==> config.mk <==
export PLATFORM = sky130hd
export DESIGN_NAME = ddcc_config
export DESIGN_NICKNAME = d
export VERILOG_FILES = /design/src/core/ddcc_pkg.sv /design/src/core/ddcc_config.sv
export VERILOG_INCLUDE_DIRS = /design/src /design/src/core
export SDC_FILE = /design/constraint.sdc
export NUM_CORES = 1
export LEC_CHECK = 0
export BUFFER_PORTS_ARGS = -buffer_cell sky130_fd_sc_hd__clkbuf_2
export CORE_ASPECT_RATIO = 2
export CORE_MARGIN = 2
export CORE_UTILIZATION = 40
export DETAILED_ROUTE_END_ITERATION = 8
export PLACE_DENSITY = 0.72
export SETUP_SLACK_MARGIN = 0.2
export SYNTH_ARGS = -nofsm -noshare
export SYNTH_HDL_FRONTEND = slang
export SYNTH_SLANG_ARGS = --single-unit
==> constraint.sdc <==
create_clock -name clk -period 5.01 [get_ports clk]
set_input_delay 0.501 -clock clk [delete_from_list [all_inputs] [get_ports clk]]
set_output_delay 0.501 -clock clk [all_outputs]
set_load 0.005 [all_outputs]
==> src/core/ddcc_consts.svh <==
// Offsets, field positions, reset values and timing counts of the configuration slice
`ifndef DDCC_CONSTS_SVH
`define DDCC_CONSTS_SVH

`define DDCC_ADDR_W 13
`define DDCC_OFS_QCLK_CTRL 13'h120
`define DDCC_OFS_TRIM_SEL 13'h121
`define DDCC_OFS_RSVD_KEEP 13'h12A
`define DDCC_OFS_CH0_GAIN 13'h130
`define DDCC_OFS_CH0_STEP_LO 13'h131
`define DDCC_OFS_CH0_STEP_HI 13'h132
`define DDCC_OFS_CH1_GAIN 13'h138
`define DDCC_OFS_CH1_STEP_LO 13'h139
`define DDCC_OFS_CH1_STEP_HI 13'h13A

`define DDCC_QCLK_EN_BIT 4
`define DDCC_QCLK_TERM_BIT 3
`define DDCC_SWING_LSB 0
`define DDCC_DEC2_LSB 4
`define DDCC_DEC8_LSB 0
`define DDCC_STEP_HI_LSB 0

`define DDCC_RST_QCLK_CTRL 8'h11
`define DDCC_RST_RSVD_KEEP 8'h05
`define DDCC_RST_TRIM_FAST 2'h0
`define DDCC_RST_TRIM_SLOW 2'h3
`define DDCC_TRIM_WIDE_BAND 2'h3

`define DDCC_QCLK_HALF_TICKS 2'h2
`define DDCC_INSTR_BITS 5'h10
`define DDCC_FRAME_BITS 5'h18
`define DDCC_PHASE_W 10
`endif

==> src/core/ddcc_pkg.sv <==
// Types shared by the configuration slice
package ddcc_pkg;
  // Gain codes of the two polyphase stages of one channel
  typedef struct packed {
    logic [1:0] dec2;
    logic [1:0] dec8;
  } ddcc_gain_t;

  // Quarter-rate clock output controls
  typedef struct packed {
    logic enable;
    logic termination;
    logic [1:0] swing;
  } ddcc_qclk_t;

  // Serial port frame phase
  typedef enum logic [1:0] {
    SP_INSTR,
    SP_DATA,
    SP_DONE
  } ddcc_sp_state_t;
endpackage

==> src/core/ddcc_config.sv <==
// Configuration slice: serial port registers, quarter-rate clock, NCO steps, stage gains
`timescale 1ns/10ps
`include "ddcc_consts.svh"

// Function
// - Enabled quarter-rate clock output toggles at one quarter of sample clock.
// - Control bit 4 turns the quarter-rate clock output off (0) or on (1).
// - Control bits 1:0 select swing codes 00..11, 100 to 400 mV.
// - Trim field bits 1:0; slowest variant accepts only code 11.
// - Fastest variant trims 00 and 01 (all variants but the slowest accept all four codes); reset trim 00 fast, 11 slowest.
// - Channel 0 gain bits 5:4 set decimate-by-2 stage gain, 6 dB steps.
// - Channel 0 gain bits 1:0 set decimate-by-8 stage gain, 6 dB steps.
// - Channel 0 phase step: low byte 0x131, top two bits 0x132[1:0].
// - Mixing frequency is step times sample rate over 1024; accumulator wraps.
// - Channel 1 gain bits 5:4 set decimate-by-2 stage gain, 6 dB steps.
// - Channel 1 gain bits 1:0 set decimate-by-8 stage gain, 6 dB steps.
// - Channel 1 phase step: low byte 0x139, top two bits 0x13A[1:0].
module ddcc_config #(
  parameter int VARIANT = 2,
  parameter int SAMPLE_W = 16
) (
  // Clock and reset
  input wire logic clk,
  input wire logic rst,
  // Serial control port
  input wire logic sp_csb_n,
  input wire logic sp_sclk,
  input wire logic sp_sdi,
  output logic sp_sdo,
  output logic sp_sdo_oe,
  // Sample clock stand-in, one pulse per sample
  input wire logic sample_tick,
  // Stage samples to be scaled, decimate-by-2 then decimate-by-8 per channel
  input wire logic signed [SAMPLE_W-1:0] ch0_dec2_in,
  input wire logic signed [SAMPLE_W-1:0] ch0_dec8_in,
  input wire logic signed [SAMPLE_W-1:0] ch1_dec2_in,
  input wire logic signed [SAMPLE_W-1:0] ch1_dec8_in,
  // Scaled stage samples
  output logic signed [SAMPLE_W-1:0] ch0_dec2_out,
  output logic signed [SAMPLE_W-1:0] ch0_dec8_out,
  output logic signed [SAMPLE_W-1:0] ch1_dec2_out,
  output logic signed [SAMPLE_W-1:0] ch1_dec8_out,
  // Quarter-rate clock output and its controls
  output logic quarter_rate_clock_output,
  output ddcc_pkg::ddcc_qclk_t qclk_ctrl,
  // Trim and channel settings
  output logic [1:0] trim_code,
  output ddcc_pkg::ddcc_gain_t ch0_gain,
  output ddcc_pkg::ddcc_gain_t ch1_gain,
  output logic [`DDCC_PHASE_W-1:0] ch0_phase_step,
  output logic [`DDCC_PHASE_W-1:0] ch1_phase_step,
  output logic [`DDCC_PHASE_W-1:0] ch0_phase,
  output logic [`DDCC_PHASE_W-1:0] ch1_phase
);
  import ddcc_pkg::*;

  localparam logic [1:0] TRIM_RESET = (VARIANT == 0) ? `DDCC_RST_TRIM_SLOW : `DDCC_RST_TRIM_FAST;
  localparam int WIDE_W = SAMPLE_W + 3;
  localparam logic [7:0] QCLK_RESET = `DDCC_RST_QCLK_CTRL;

  // Saturating left shift by 0..3, one bit per 6 dB
  function automatic logic signed [SAMPLE_W-1:0] sat_shift(input logic signed [SAMPLE_W-1:0] x,
                                                          input logic [1:0] sh);
    logic signed [WIDE_W-1:0] wide;
    logic signed [WIDE_W-1:0] maxv;
    logic signed [WIDE_W-1:0] minv;
    wide = WIDE_W'(x) <<< sh;
    maxv = WIDE_W'({1'b0, {(SAMPLE_W-1){1'b1}}});
    minv = -maxv - WIDE_W'(1);
    if (wide > maxv) begin
      sat_shift = maxv[SAMPLE_W-1:0];
    end else if (wide < minv) begin
      sat_shift = minv[SAMPLE_W-1:0];
    end else begin
      sat_shift = wide[SAMPLE_W-1:0];
    end
  endfunction

  ddcc_sp_state_t sp_state_reg;
  logic sclk_q_reg;
  logic [4:0] bit_cnt_reg;
  logic [15:0] instr_reg;
  logic [7:0] data_in_reg;
  logic [7:0] data_out_reg;
  logic [7:0] rsvd_keep_reg;
  logic [1:0] qclk_cnt_reg;
  logic rise;
  logic fall;
  logic is_read;
  logic [`DDCC_ADDR_W-1:0] addr;
  logic [7:0] rd_data;
  logic wr_commit;
  logic commit_reg;

  // Edges of the port clock; inputs are taken as synchronous
  assign rise = sp_sclk & ~sclk_q_reg & ~sp_csb_n;
  assign fall = ~sp_sclk & sclk_q_reg & ~sp_csb_n;
  assign is_read = instr_reg[15];
  assign addr = instr_reg[`DDCC_ADDR_W-1:0];
  assign wr_commit = commit_reg;

  // Port clock history; commit waits one edge so the last data bit is already shifted in
  always_ff @(posedge clk or posedge rst) begin
    if (rst) begin
      sclk_q_reg <= 1'b0;
      commit_reg <= 1'b0;
    end else begin
      sclk_q_reg <= sp_sclk;
      commit_reg <= rise & (sp_state_reg == SP_DATA) & ~is_read & (bit_cnt_reg == `DDCC_FRAME_BITS - 5'h01);
    end
  end

  // Frame sequencing: 16-bit instruction (R/W, 2 ignored, 13-bit address), then one byte
  always_ff @(posedge clk or posedge rst) begin
    if (rst) begin
      sp_state_reg <= SP_INSTR;
      bit_cnt_reg <= 5'h00;
    end else if (sp_csb_n) begin
      sp_state_reg <= SP_INSTR;
      bit_cnt_reg <= 5'h00;
    end else if (rise) begin
      bit_cnt_reg <= bit_cnt_reg + 5'h01;
      case (sp_state_reg)
        SP_INSTR: begin
          if (bit_cnt_reg == `DDCC_INSTR_BITS - 5'h01) begin
            sp_state_reg <= SP_DATA;
          end
        end
        SP_DATA: begin
          if (bit_cnt_reg == `DDCC_FRAME_BITS - 5'h01) begin
            sp_state_reg <= SP_DONE; // Extra clocks after one byte are ignored
          end
        end
        SP_DONE: begin
          bit_cnt_reg <= bit_cnt_reg;
        end
        default: begin
          sp_state_reg <= SP_INSTR;
        end
      endcase
    end
  end

  // Shift in instruction and data, MSB first
  always_ff @(posedge clk or posedge rst) begin
    if (rst) begin
      instr_reg <= 16'h0000;
      data_in_reg <= 8'h00;
    end else if (rise) begin
      if (sp_state_reg == SP_INSTR) begin
        instr_reg <= {instr_reg[14:0], sp_sdi};
      end else if (sp_state_reg == SP_DATA) begin
        data_in_reg <= {data_in_reg[6:0], sp_sdi};
      end
    end
  end

  // Read mux; unused bits read as zero
  always_comb begin
    rd_data = 8'h00;
    case (addr)
      `DDCC_OFS_QCLK_CTRL: rd_data = {3'h0, qclk_ctrl.enable, qclk_ctrl.termination, 1'b0, qclk_ctrl.swing};
      `DDCC_OFS_TRIM_SEL: rd_data = {6'h00, trim_code};
      `DDCC_OFS_RSVD_KEEP: rd_data = rsvd_keep_reg;
      `DDCC_OFS_CH0_GAIN: rd_data = {2'h0, ch0_gain.dec2, 2'h0, ch0_gain.dec8};
      `DDCC_OFS_CH0_STEP_LO: rd_data = ch0_phase_step[7:0];
      `DDCC_OFS_CH0_STEP_HI: rd_data = {6'h00, ch0_phase_step[9:8]};
      `DDCC_OFS_CH1_GAIN: rd_data = {2'h0, ch1_gain.dec2, 2'h0, ch1_gain.dec8};
      `DDCC_OFS_CH1_STEP_LO: rd_data = ch1_phase_step[7:0];
      `DDCC_OFS_CH1_STEP_HI: rd_data = {6'h00, ch1_phase_step[9:8]};
      default: rd_data = 8'h00;
    endcase
  end

  // Read data leaves on falling edges, so the host samples it on the next rise
  always_ff @(posedge clk or posedge rst) begin
    if (rst) begin
      data_out_reg <= 8'h00;
      sp_sdo <= 1'b0;
      sp_sdo_oe <= 1'b0;
    end else if (sp_csb_n) begin
      sp_sdo_oe <= 1'b0;
      sp_sdo <= 1'b0;
    end else if (fall && sp_state_reg == SP_DATA && is_read) begin
      if (bit_cnt_reg == `DDCC_INSTR_BITS) begin
        sp_sdo <= rd_data[7];
        data_out_reg <= {rd_data[6:0], 1'b0};
      end else begin
        sp_sdo <= data_out_reg[7];
        data_out_reg <= {data_out_reg[6:0], 1'b0};
      end
      sp_sdo_oe <= 1'b1;
    end else if (sp_state_reg == SP_DONE && fall) begin
      sp_sdo_oe <= 1'b0; // Release after the last bit
    end
  end

  // Quarter-rate clock controls
  always_ff @(posedge clk or posedge rst) begin
    if (rst) begin
      qclk_ctrl.enable <= QCLK_RESET[`DDCC_QCLK_EN_BIT];
      qclk_ctrl.termination <= QCLK_RESET[`DDCC_QCLK_TERM_BIT];
      qclk_ctrl.swing <= QCLK_RESET[`DDCC_SWING_LSB+:2];
    end else if (wr_commit && addr == `DDCC_OFS_QCLK_CTRL) begin
      qclk_ctrl.enable <= data_in_reg[`DDCC_QCLK_EN_BIT];
      qclk_ctrl.termination <= data_in_reg[`DDCC_QCLK_TERM_BIT];
      qclk_ctrl.swing <= data_in_reg[`DDCC_SWING_LSB+:2];
    end
  end

  // Trim select; the slowest variant refuses the three fast trims
  always_ff @(posedge clk or posedge rst) begin
    if (rst) begin
      trim_code <= TRIM_RESET;
    end else if (wr_commit && addr == `DDCC_OFS_TRIM_SEL) begin
      if (VARIANT != 0 || data_in_reg[1:0] == `DDCC_TRIM_WIDE_BAND) begin
        trim_code <= data_in_reg[1:0];
      end
    end
  end

  // Reserved register; plain storage, software is expected to leave 0x05
  always_ff @(posedge clk or posedge rst) begin
    if (rst) begin
      rsvd_keep_reg <= `DDCC_RST_RSVD_KEEP;
    end else if (wr_commit && addr == `DDCC_OFS_RSVD_KEEP) begin
      rsvd_keep_reg <= data_in_reg;
    end
  end

  // Channel gain codes
  always_ff @(posedge clk or posedge rst) begin
    if (rst) begin
      ch0_gain <= '0;
      ch1_gain <= '0;
    end else if (wr_commit) begin
      if (addr == `DDCC_OFS_CH0_GAIN) begin
        ch0_gain.dec2 <= data_in_reg[`DDCC_DEC2_LSB+:2];
        ch0_gain.dec8 <= data_in_reg[`DDCC_DEC8_LSB+:2];
      end
      if (addr == `DDCC_OFS_CH1_GAIN) begin
        ch1_gain.dec2 <= data_in_reg[`DDCC_DEC2_LSB+:2];
        ch1_gain.dec8 <= data_in_reg[`DDCC_DEC8_LSB+:2];
      end
    end
  end

  // Phase steps; the two bytes take effect independently as each is written
  always_ff @(posedge clk or posedge rst) begin
    if (rst) begin
      ch0_phase_step <= '0;
      ch1_phase_step <= '0;
    end else if (wr_commit) begin
      case (addr)
        `DDCC_OFS_CH0_STEP_LO: ch0_phase_step[7:0] <= data_in_reg;
        `DDCC_OFS_CH0_STEP_HI: ch0_phase_step[9:8] <= data_in_reg[`DDCC_STEP_HI_LSB+:2];
        `DDCC_OFS_CH1_STEP_LO: ch1_phase_step[7:0] <= data_in_reg;
        `DDCC_OFS_CH1_STEP_HI: ch1_phase_step[9:8] <= data_in_reg[`DDCC_STEP_HI_LSB+:2];
        default: ch0_phase_step <= ch0_phase_step;
      endcase
    end
  end

  // Phase accumulators wrap modulo 1024 by their own width
  always_ff @(posedge clk or posedge rst) begin
    if (rst) begin
      ch0_phase <= '0;
      ch1_phase <= '0;
    end else if (sample_tick) begin
      ch0_phase <= ch0_phase + ch0_phase_step;
      ch1_phase <= ch1_phase + ch1_phase_step;
    end
  end

  // Quarter-rate clock: toggle every second sample; held low while disabled
  always_ff @(posedge clk or posedge rst) begin
    if (rst) begin
      qclk_cnt_reg <= 2'h0;
      quarter_rate_clock_output <= 1'b0;
    end else if (!qclk_ctrl.enable) begin
      qclk_cnt_reg <= 2'h0;
      quarter_rate_clock_output <= 1'b0;
    end else if (sample_tick) begin
      if (qclk_cnt_reg == `DDCC_QCLK_HALF_TICKS - 2'h1) begin
        qclk_cnt_reg <= 2'h0;
        quarter_rate_clock_output <= ~quarter_rate_clock_output;
      end else begin
        qclk_cnt_reg <= qclk_cnt_reg + 2'h1;
      end
    end
  end

  // Stage scaling, one cycle of latency
  always_ff @(posedge clk or posedge rst) begin
    if (rst) begin
      ch0_dec2_out <= '0;
      ch0_dec8_out <= '0;
      ch1_dec2_out <= '0;
      ch1_dec8_out <= '0;
    end else begin
      ch0_dec2_out <= sat_shift(ch0_dec2_in, ch0_gain.dec2);
      ch0_dec8_out <= sat_shift(ch0_dec8_in, ch0_gain.dec8);
      ch1_dec2_out <= sat_shift(ch1_dec2_in, ch1_gain.dec2);
      ch1_dec8_out <= sat_shift(ch1_dec8_in, ch1_gain.dec8);
    end
  end
endmodule

# Word level (Yosys, flattened, before mapping)
# Index checks and enable logic that the tools add are counted.
[op_classes] mux=30 shifts=4 n_reduce_logical=22 addsub=4 n_lt_le_gt_ge=8 bitwise_logic=13 eq_ne=20
[ops] op="$mux W16" count=8
[ops] op="$eq A13 B9 Y1 const B" count=9
[ops] op="$gt A19 B16 Y1 const B" count=4
[ops] op="$lt A19 B16 Y1 const B" count=4
[ops] op="$sshl A16 B2 Y19" count=4
[ops] op="$pmux W8 S9" count=1
[ops] op="$add A10 B10 Y10" count=2
[ops] op="$reduce_and A2 Y1" count=10
[ops] op="$mux W5" count=3
[ops] op="$mux W2" count=7
[ops] op="$eq A5 B5 Y1 const B" count=2
[ops] op="$mux W1" count=9
[ops] op="$mux W8" count=1
[ops] op="$and A1 B1 Y1" count=7
[ops] op="$logic_and A1 B1 Y1" count=6
[ops] op="$not A1 Y1" count=6
[ops] op="$pmux W2 S3" count=1
[ops] op="$add A5 B1 Y5 const B" count=1
[ops] op="$eq A5 B4 Y1 const B" count=1
[ops] op="$eq A2 B1 Y1 const B" count=2
[ops] op="$ne A2 B2 Y1 const B" count=2
[ops] op="$reduce_and A4 Y1" count=1
[ops] op="$reduce_bool A2 Y1" count=2
[ops] op="$ne A3 B2 Y1 const B" count=1
[ops] op="other kinds (7)" count=7
[totals] reg_bits=172

# Logic depth before layout (Yosys ltp)
[depth] depth_word=7 depth_mapped=7

# Worst setup path after synthesis
# OpenSTA, ideal clock, no wires.
[synth_path] path_kind="register -> register" startpoint="register ch1_phase_step[0]" endpoint="register ch1_phase[8]" period_less_slack_ps=2237 stages_incl_launch_ff=8 required_ps=4894 t_arrival_ps=2121 setup_slack_ps=2773 setup_time_ps=116 cell_sequence="dfrtp_1 -> ha_1 -> fa_1 -> a21oi_1 -> o21ai_0 -> a2111oi_0 -> nor3_1 -> o311ai_0"
[synth_via] elab_chain_len=1
[synth_lines] item="start, declared" line_no="ddcc_config.sv:51" source="output logic [`DDCC_PHASE_W-1:0] ch1_phase_step,"
[synth_lines] item="start signal, assigned" line_no="ddcc_config.sv:257" source="`DDCC_OFS_CH1_STEP_LO: ch1_phase_step[7:0] <= data_in_reg;"
[synth_lines] item="$add A10 B10 Y10" line_no="ddcc_config.sv:271" source="ch1_phase <= ch1_phase + ch1_phase_step;"
[synth_lines] item="end signal, assigned" line_no="ddcc_config.sv:271"
[synth_lines] item="end, declared" line_no="ddcc_config.sv:53" source="output logic [`DDCC_PHASE_W-1:0] ch1_phase"
# No other way between the ends.
# A chain may end at the register's enable or synchronous reset.

# Worst setup path in the final report
[layout_path] startpoint="register ch0_gain[3] (netlist name)" endpoint="register ch0_dec2_out[11]"
[layout_via] elab_chain_len=4 elab_cells_between_ends=5
[layout_lines] item="start, declared" line_no="ddcc_config.sv:48" source="output ddcc_pkg::ddcc_gain_t ch0_gain,"
[layout_lines] item="$sshl A16 B2 Y19 (*)" line_no="ddcc_config.sv:67" source="wide = WIDE_W'(x) <<< sh;"
[layout_lines] item="$lt A19 B16 Y1" line_no="ddcc_config.sv:72" source="end else if (wide < minv) begin"
[layout_lines] item="$mux W16" line_no="ddcc_config.sv:72"
[layout_lines] item="$mux W16 (*)" line_no="ddcc_config.sv:70" source="if (wide > maxv) begin"
[layout_lines] item="end signal, assigned" line_no="ddcc_config.sv:301" source="ch0_dec2_out <= sat_shift(ch0_dec2_in, ch0_gain.dec2);"
[layout_lines] item="end, declared" line_no="ddcc_config.sv:39" source="output logic signed [SAMPLE_W-1:0] ch0_dec2_out,"
# Every way passes the cells marked *; elsewhere a longest branch is shown, timed or not.

==> results.py <==
metrics = {
    "logic_synthesis": {
        "syn-num-nets": 949,
        "yosysSeqAreaShare_pct": 47.7,
        "ys_ff_latch": 171,
        "synthesis.instances": 856,
        "synthTopCellsByArea": "dfrtp_1, mux2_2, o21ai_0, mux2i_1, a21oi_1",
        "avgSynthCellArea_um2": 10.5,
        "yosys_warnings": 0,
        "synth_top_area_cell": "dfrtp_1",
        "syn-cell-area_mm2": 0.00898,
        "synth-edff-count": 0,
        "yosys_most_used_dff": "dfrtp_1",
        "yosysTopAreaCellShare_pct": 46.5,
        "synth.distinct_cells": 56,
        "ys_async_sr_fraction_pct": 100,
    },
    "place": {
        "hpwl_um": 17000,
        "port-buffer-count": 190,
        "gp_congestion": 0.889,
        "place_inst": 1271,
    },
    "clock_tree": {
        "clk-insertion-delay-late_ns": 0.43,
        "clock_tree.buffer_depth": 2,
        "htree_levels": 4,
        "cts_hold_buf": 0,
        "cts-buffers-inserted": 17,
        "cts_resized": 0,
        "cts_tree": "done",
        "cts_setup_buffers": 0,
        "clock-sinks": 171,
        "cts-root-buf": "clkbuf_16",
        "clk_pin_slew_ns": 0.06,
    },
    "sta": {
        "max_freq_mhz": 366,
        "final_max_slew_viol_count": 0,
        "tns_ns": 0,
        "rsz0062_at_grt": "false",
        "finalHoldViolations": 0,
        "clock_skew_ns": 0.00581,
        "worst_slew_pin_slew_ns": 1.05,
        "period_minus_slack_ns": 2.74,
        "finalCritPeriodShare_pct": 54.6,
        "slew_headroom_pct": 29.7,
        "finalSetupViolCount": 0,
    },
    "route": {
        "wire_per_inst_um": 17.4,
        "wirelength_um": 22700,
        "drc_errors": 0,
        "vias": 7132,
        "drt_iter0_drc": 304,
        "ant_nets": 0,
        "vias_per_cell": 5.47,
        "dr.pass1.iters": 5,
    },
    "floorplan": {
        "ios": 191,
        "placement_rows": 77,
        "die_h_um": 216,
        "start_util_pct": 40.7,
        "core_mm2": 0.0221,
        "die-area_mm2": 0.0237,
        "die_w_um": 110,
    },
    "status": {
        "run_status": "finished, final reports clean",
    },
    "global_routing": {
        "antenna_found_initial": 0,
        "grt_overflow": 0,
        "grt_max_degree": 172,
        "grt_pass1_wl_um": 36200,
        "grt_pass1_vias": 7129,
        "gr-usage-all-layers_pct": 19.8,
    },
    "finish": {
        "nNetsFinal": 1107,
        "fin_cells": 1303,
        "nFillCells": 2088,
        "area_delta_synth_final_pct": 19.4,
        "diodes": 0,
        "drive_gt1_share_pct": 32.5,
    },
    "worst_setup_path": {
        "crit_top_cell": "o21ai_0",
        "path_cells": "clkinv_1 -> o21ai_0 -> a22oi_1 -> nor2b_1 -> o21ai_0",
        "critPathBufInv": 1,
        "arrival_ns": 3.02,
        "critPathMaxFanout": 26,
        "cp_slowest_cell": "dfrtp_1",
        "endpoint_kind": "flip-flop",
        "critPathKind": "flip-flop to flip-flop",
        "max_stage_delay_ns": 0.82,
        "critPathTopFamily": "flip-flops",
        "start_kind": "flip-flop",
        "worst_ep_required_time_ns": 5.29,
    },
    "run": {
        "cap_violations": 0,
    },
    "power": {
        "total_leakage_power_uw": 0.00513,
        "vdd_drop_max_mv": 0.226,
        "p_per_area_mw_per_mm2": 315,
    },
    "worst_hold_path": {
        "holdCritPathClass": "input port to async pin",
    },
}
-- final cells by class --
type,instances,area [um2],share of cell area [%]
multi-input combinational,602,4370,40.8
sequential,171,4280,39.9
tap,276,345,3.22
clock inverter,11,193,1.80
inverter,31,120,1.12
clock buffer,21,440,4.11
timing repair buffer,191,971,9.05
-- path summary, 6_finish.rpt --
kind                                          startpoint                         end  slack, ns  cells past startpoint
worst min-delay path                                 rst  ch0_dec8_out[12]$_DFF_PP0_       0.20                      3
max in group asynchronous                            rst   ch1_dec2_out[2]$_DFF_PP0_       3.93                      3
worst max-delay path             ch0_gain[3]$_DFFE_PP0P_  ch0_dec2_out[11]$_DFF_PP0_       2.27                      5
min in group clk                         ch1_dec2_in[15]  ch1_dec2_out[15]$_DFF_PP0_       0.21                      1
worst max register to register   ch0_gain[3]$_DFFE_PP0P_  ch0_dec2_out[11]$_DFF_PP0_       2.27                      5
worst min register to register  ch0_phase[9]$_DFFE_PP0P_    ch0_phase[9]$_DFFE_PP0P_       0.47                      1
-- worst min-delay path, delay by kind of cell --
kind	cells	cell delay (ns)
buffers and inverters	3	0.67
-- synthesized netlist by cell type, drive strengths merged, types with 8 or more instances --
cell type,n
a211oi,10
a21o,12
a21oi,65
a22oi,8
and3,18
buf,15
clkbuf,37
dfrtp,167
ha,21
inv,30
mux2,97
mux2i,40
nand2,60
nand2b,8
nand3,16
nor2,58
nor2b,12
nor3,15
o21ai,82
o31ai,8
-- cell families after synthesis --
| kind of cell | count (synthesis) | share of synthesized area (%) |
|---|---|---|
| AND/OR/NAND/NOR | 212 | 12.0 |
| multiplexers | 142 | 18.2 |
| flip-flops | 171 | 47.7 |
| adder cells (fa/ha/maj) | 23 | 3.37 |
| AO/OA/AOI/OAI | 211 | 13.8 |
| buffers and inverters | 83 | 3.62 |
| XOR/XNOR | 14 | 1.37 |
-- where the power goes --
part           internal (uW)  total, uW  switching, uW
sequential              1460       1590            130
combinational            173        349            177
clock                    885       1440            551
total                   2520       3380            857
-- metrics by stage --
stage / power [uW] / utilization [%] / area (um2) / hold slack [ns] / worst slack, ns
2_1_floorplan: 1830 / - / 8980 / 0.424 / 2.33
3_3_place_gp: 1960 / 45.7 / 10100 / 0.456 / 2.38
3_5_place_dp: 1970 / 45.7 / 10100 / 0.460 / 2.30
4_1_cts: 3420 / 48.6 / 10700 / 0.189 / 2.29
5_1_grt: 3510 / 48.6 / 10700 / 0.200 / 1.90
6_report: 3380 / 48.6 / 10700 / 0.202 / 2.27
-- routing by layer --
layer	wire [um]	up-vias	track usage [%]	share of wire, %
li1	-	3385	-	-
met1	8090	3534	20.7	36
met2	13000	171	37.5	57
met3	959	42	3.71	4.2
met4	625	0	8.02	2.8
met5	0	-	0	0
-- cells in the final DEF, fill, tap and decap left out, types with 10 or more instances in the layout --
| master | netlist | final |
|---|---|---|
| a21o_1 | 12 | 12 |
| a211oi_1 | 10 | 10 |
| clkbuf_16 | 0 | 17 |
| nor3_1 | 14 | 14 |
| mux2i_1 | 40 | 40 |
| ha_1 | 21 | 21 |
| inv_1 | 30 | 29 |
| nor2_1 | 58 | 58 |
| a21oi_1 | 65 | 65 |
| dfrtp_1 | 167 | 167 |
| nand3_1 | 15 | 15 |
| nand2_1 | 60 | 60 |
| nor2b_1 | 12 | 12 |
| and3_1 | 17 | 17 |
| clkbuf_2 | 0 | 190 |
| o21ai_0 | 82 | 82 |
| mux2_2 | 89 | 89 |
Power figures use the tool's default switching activity.
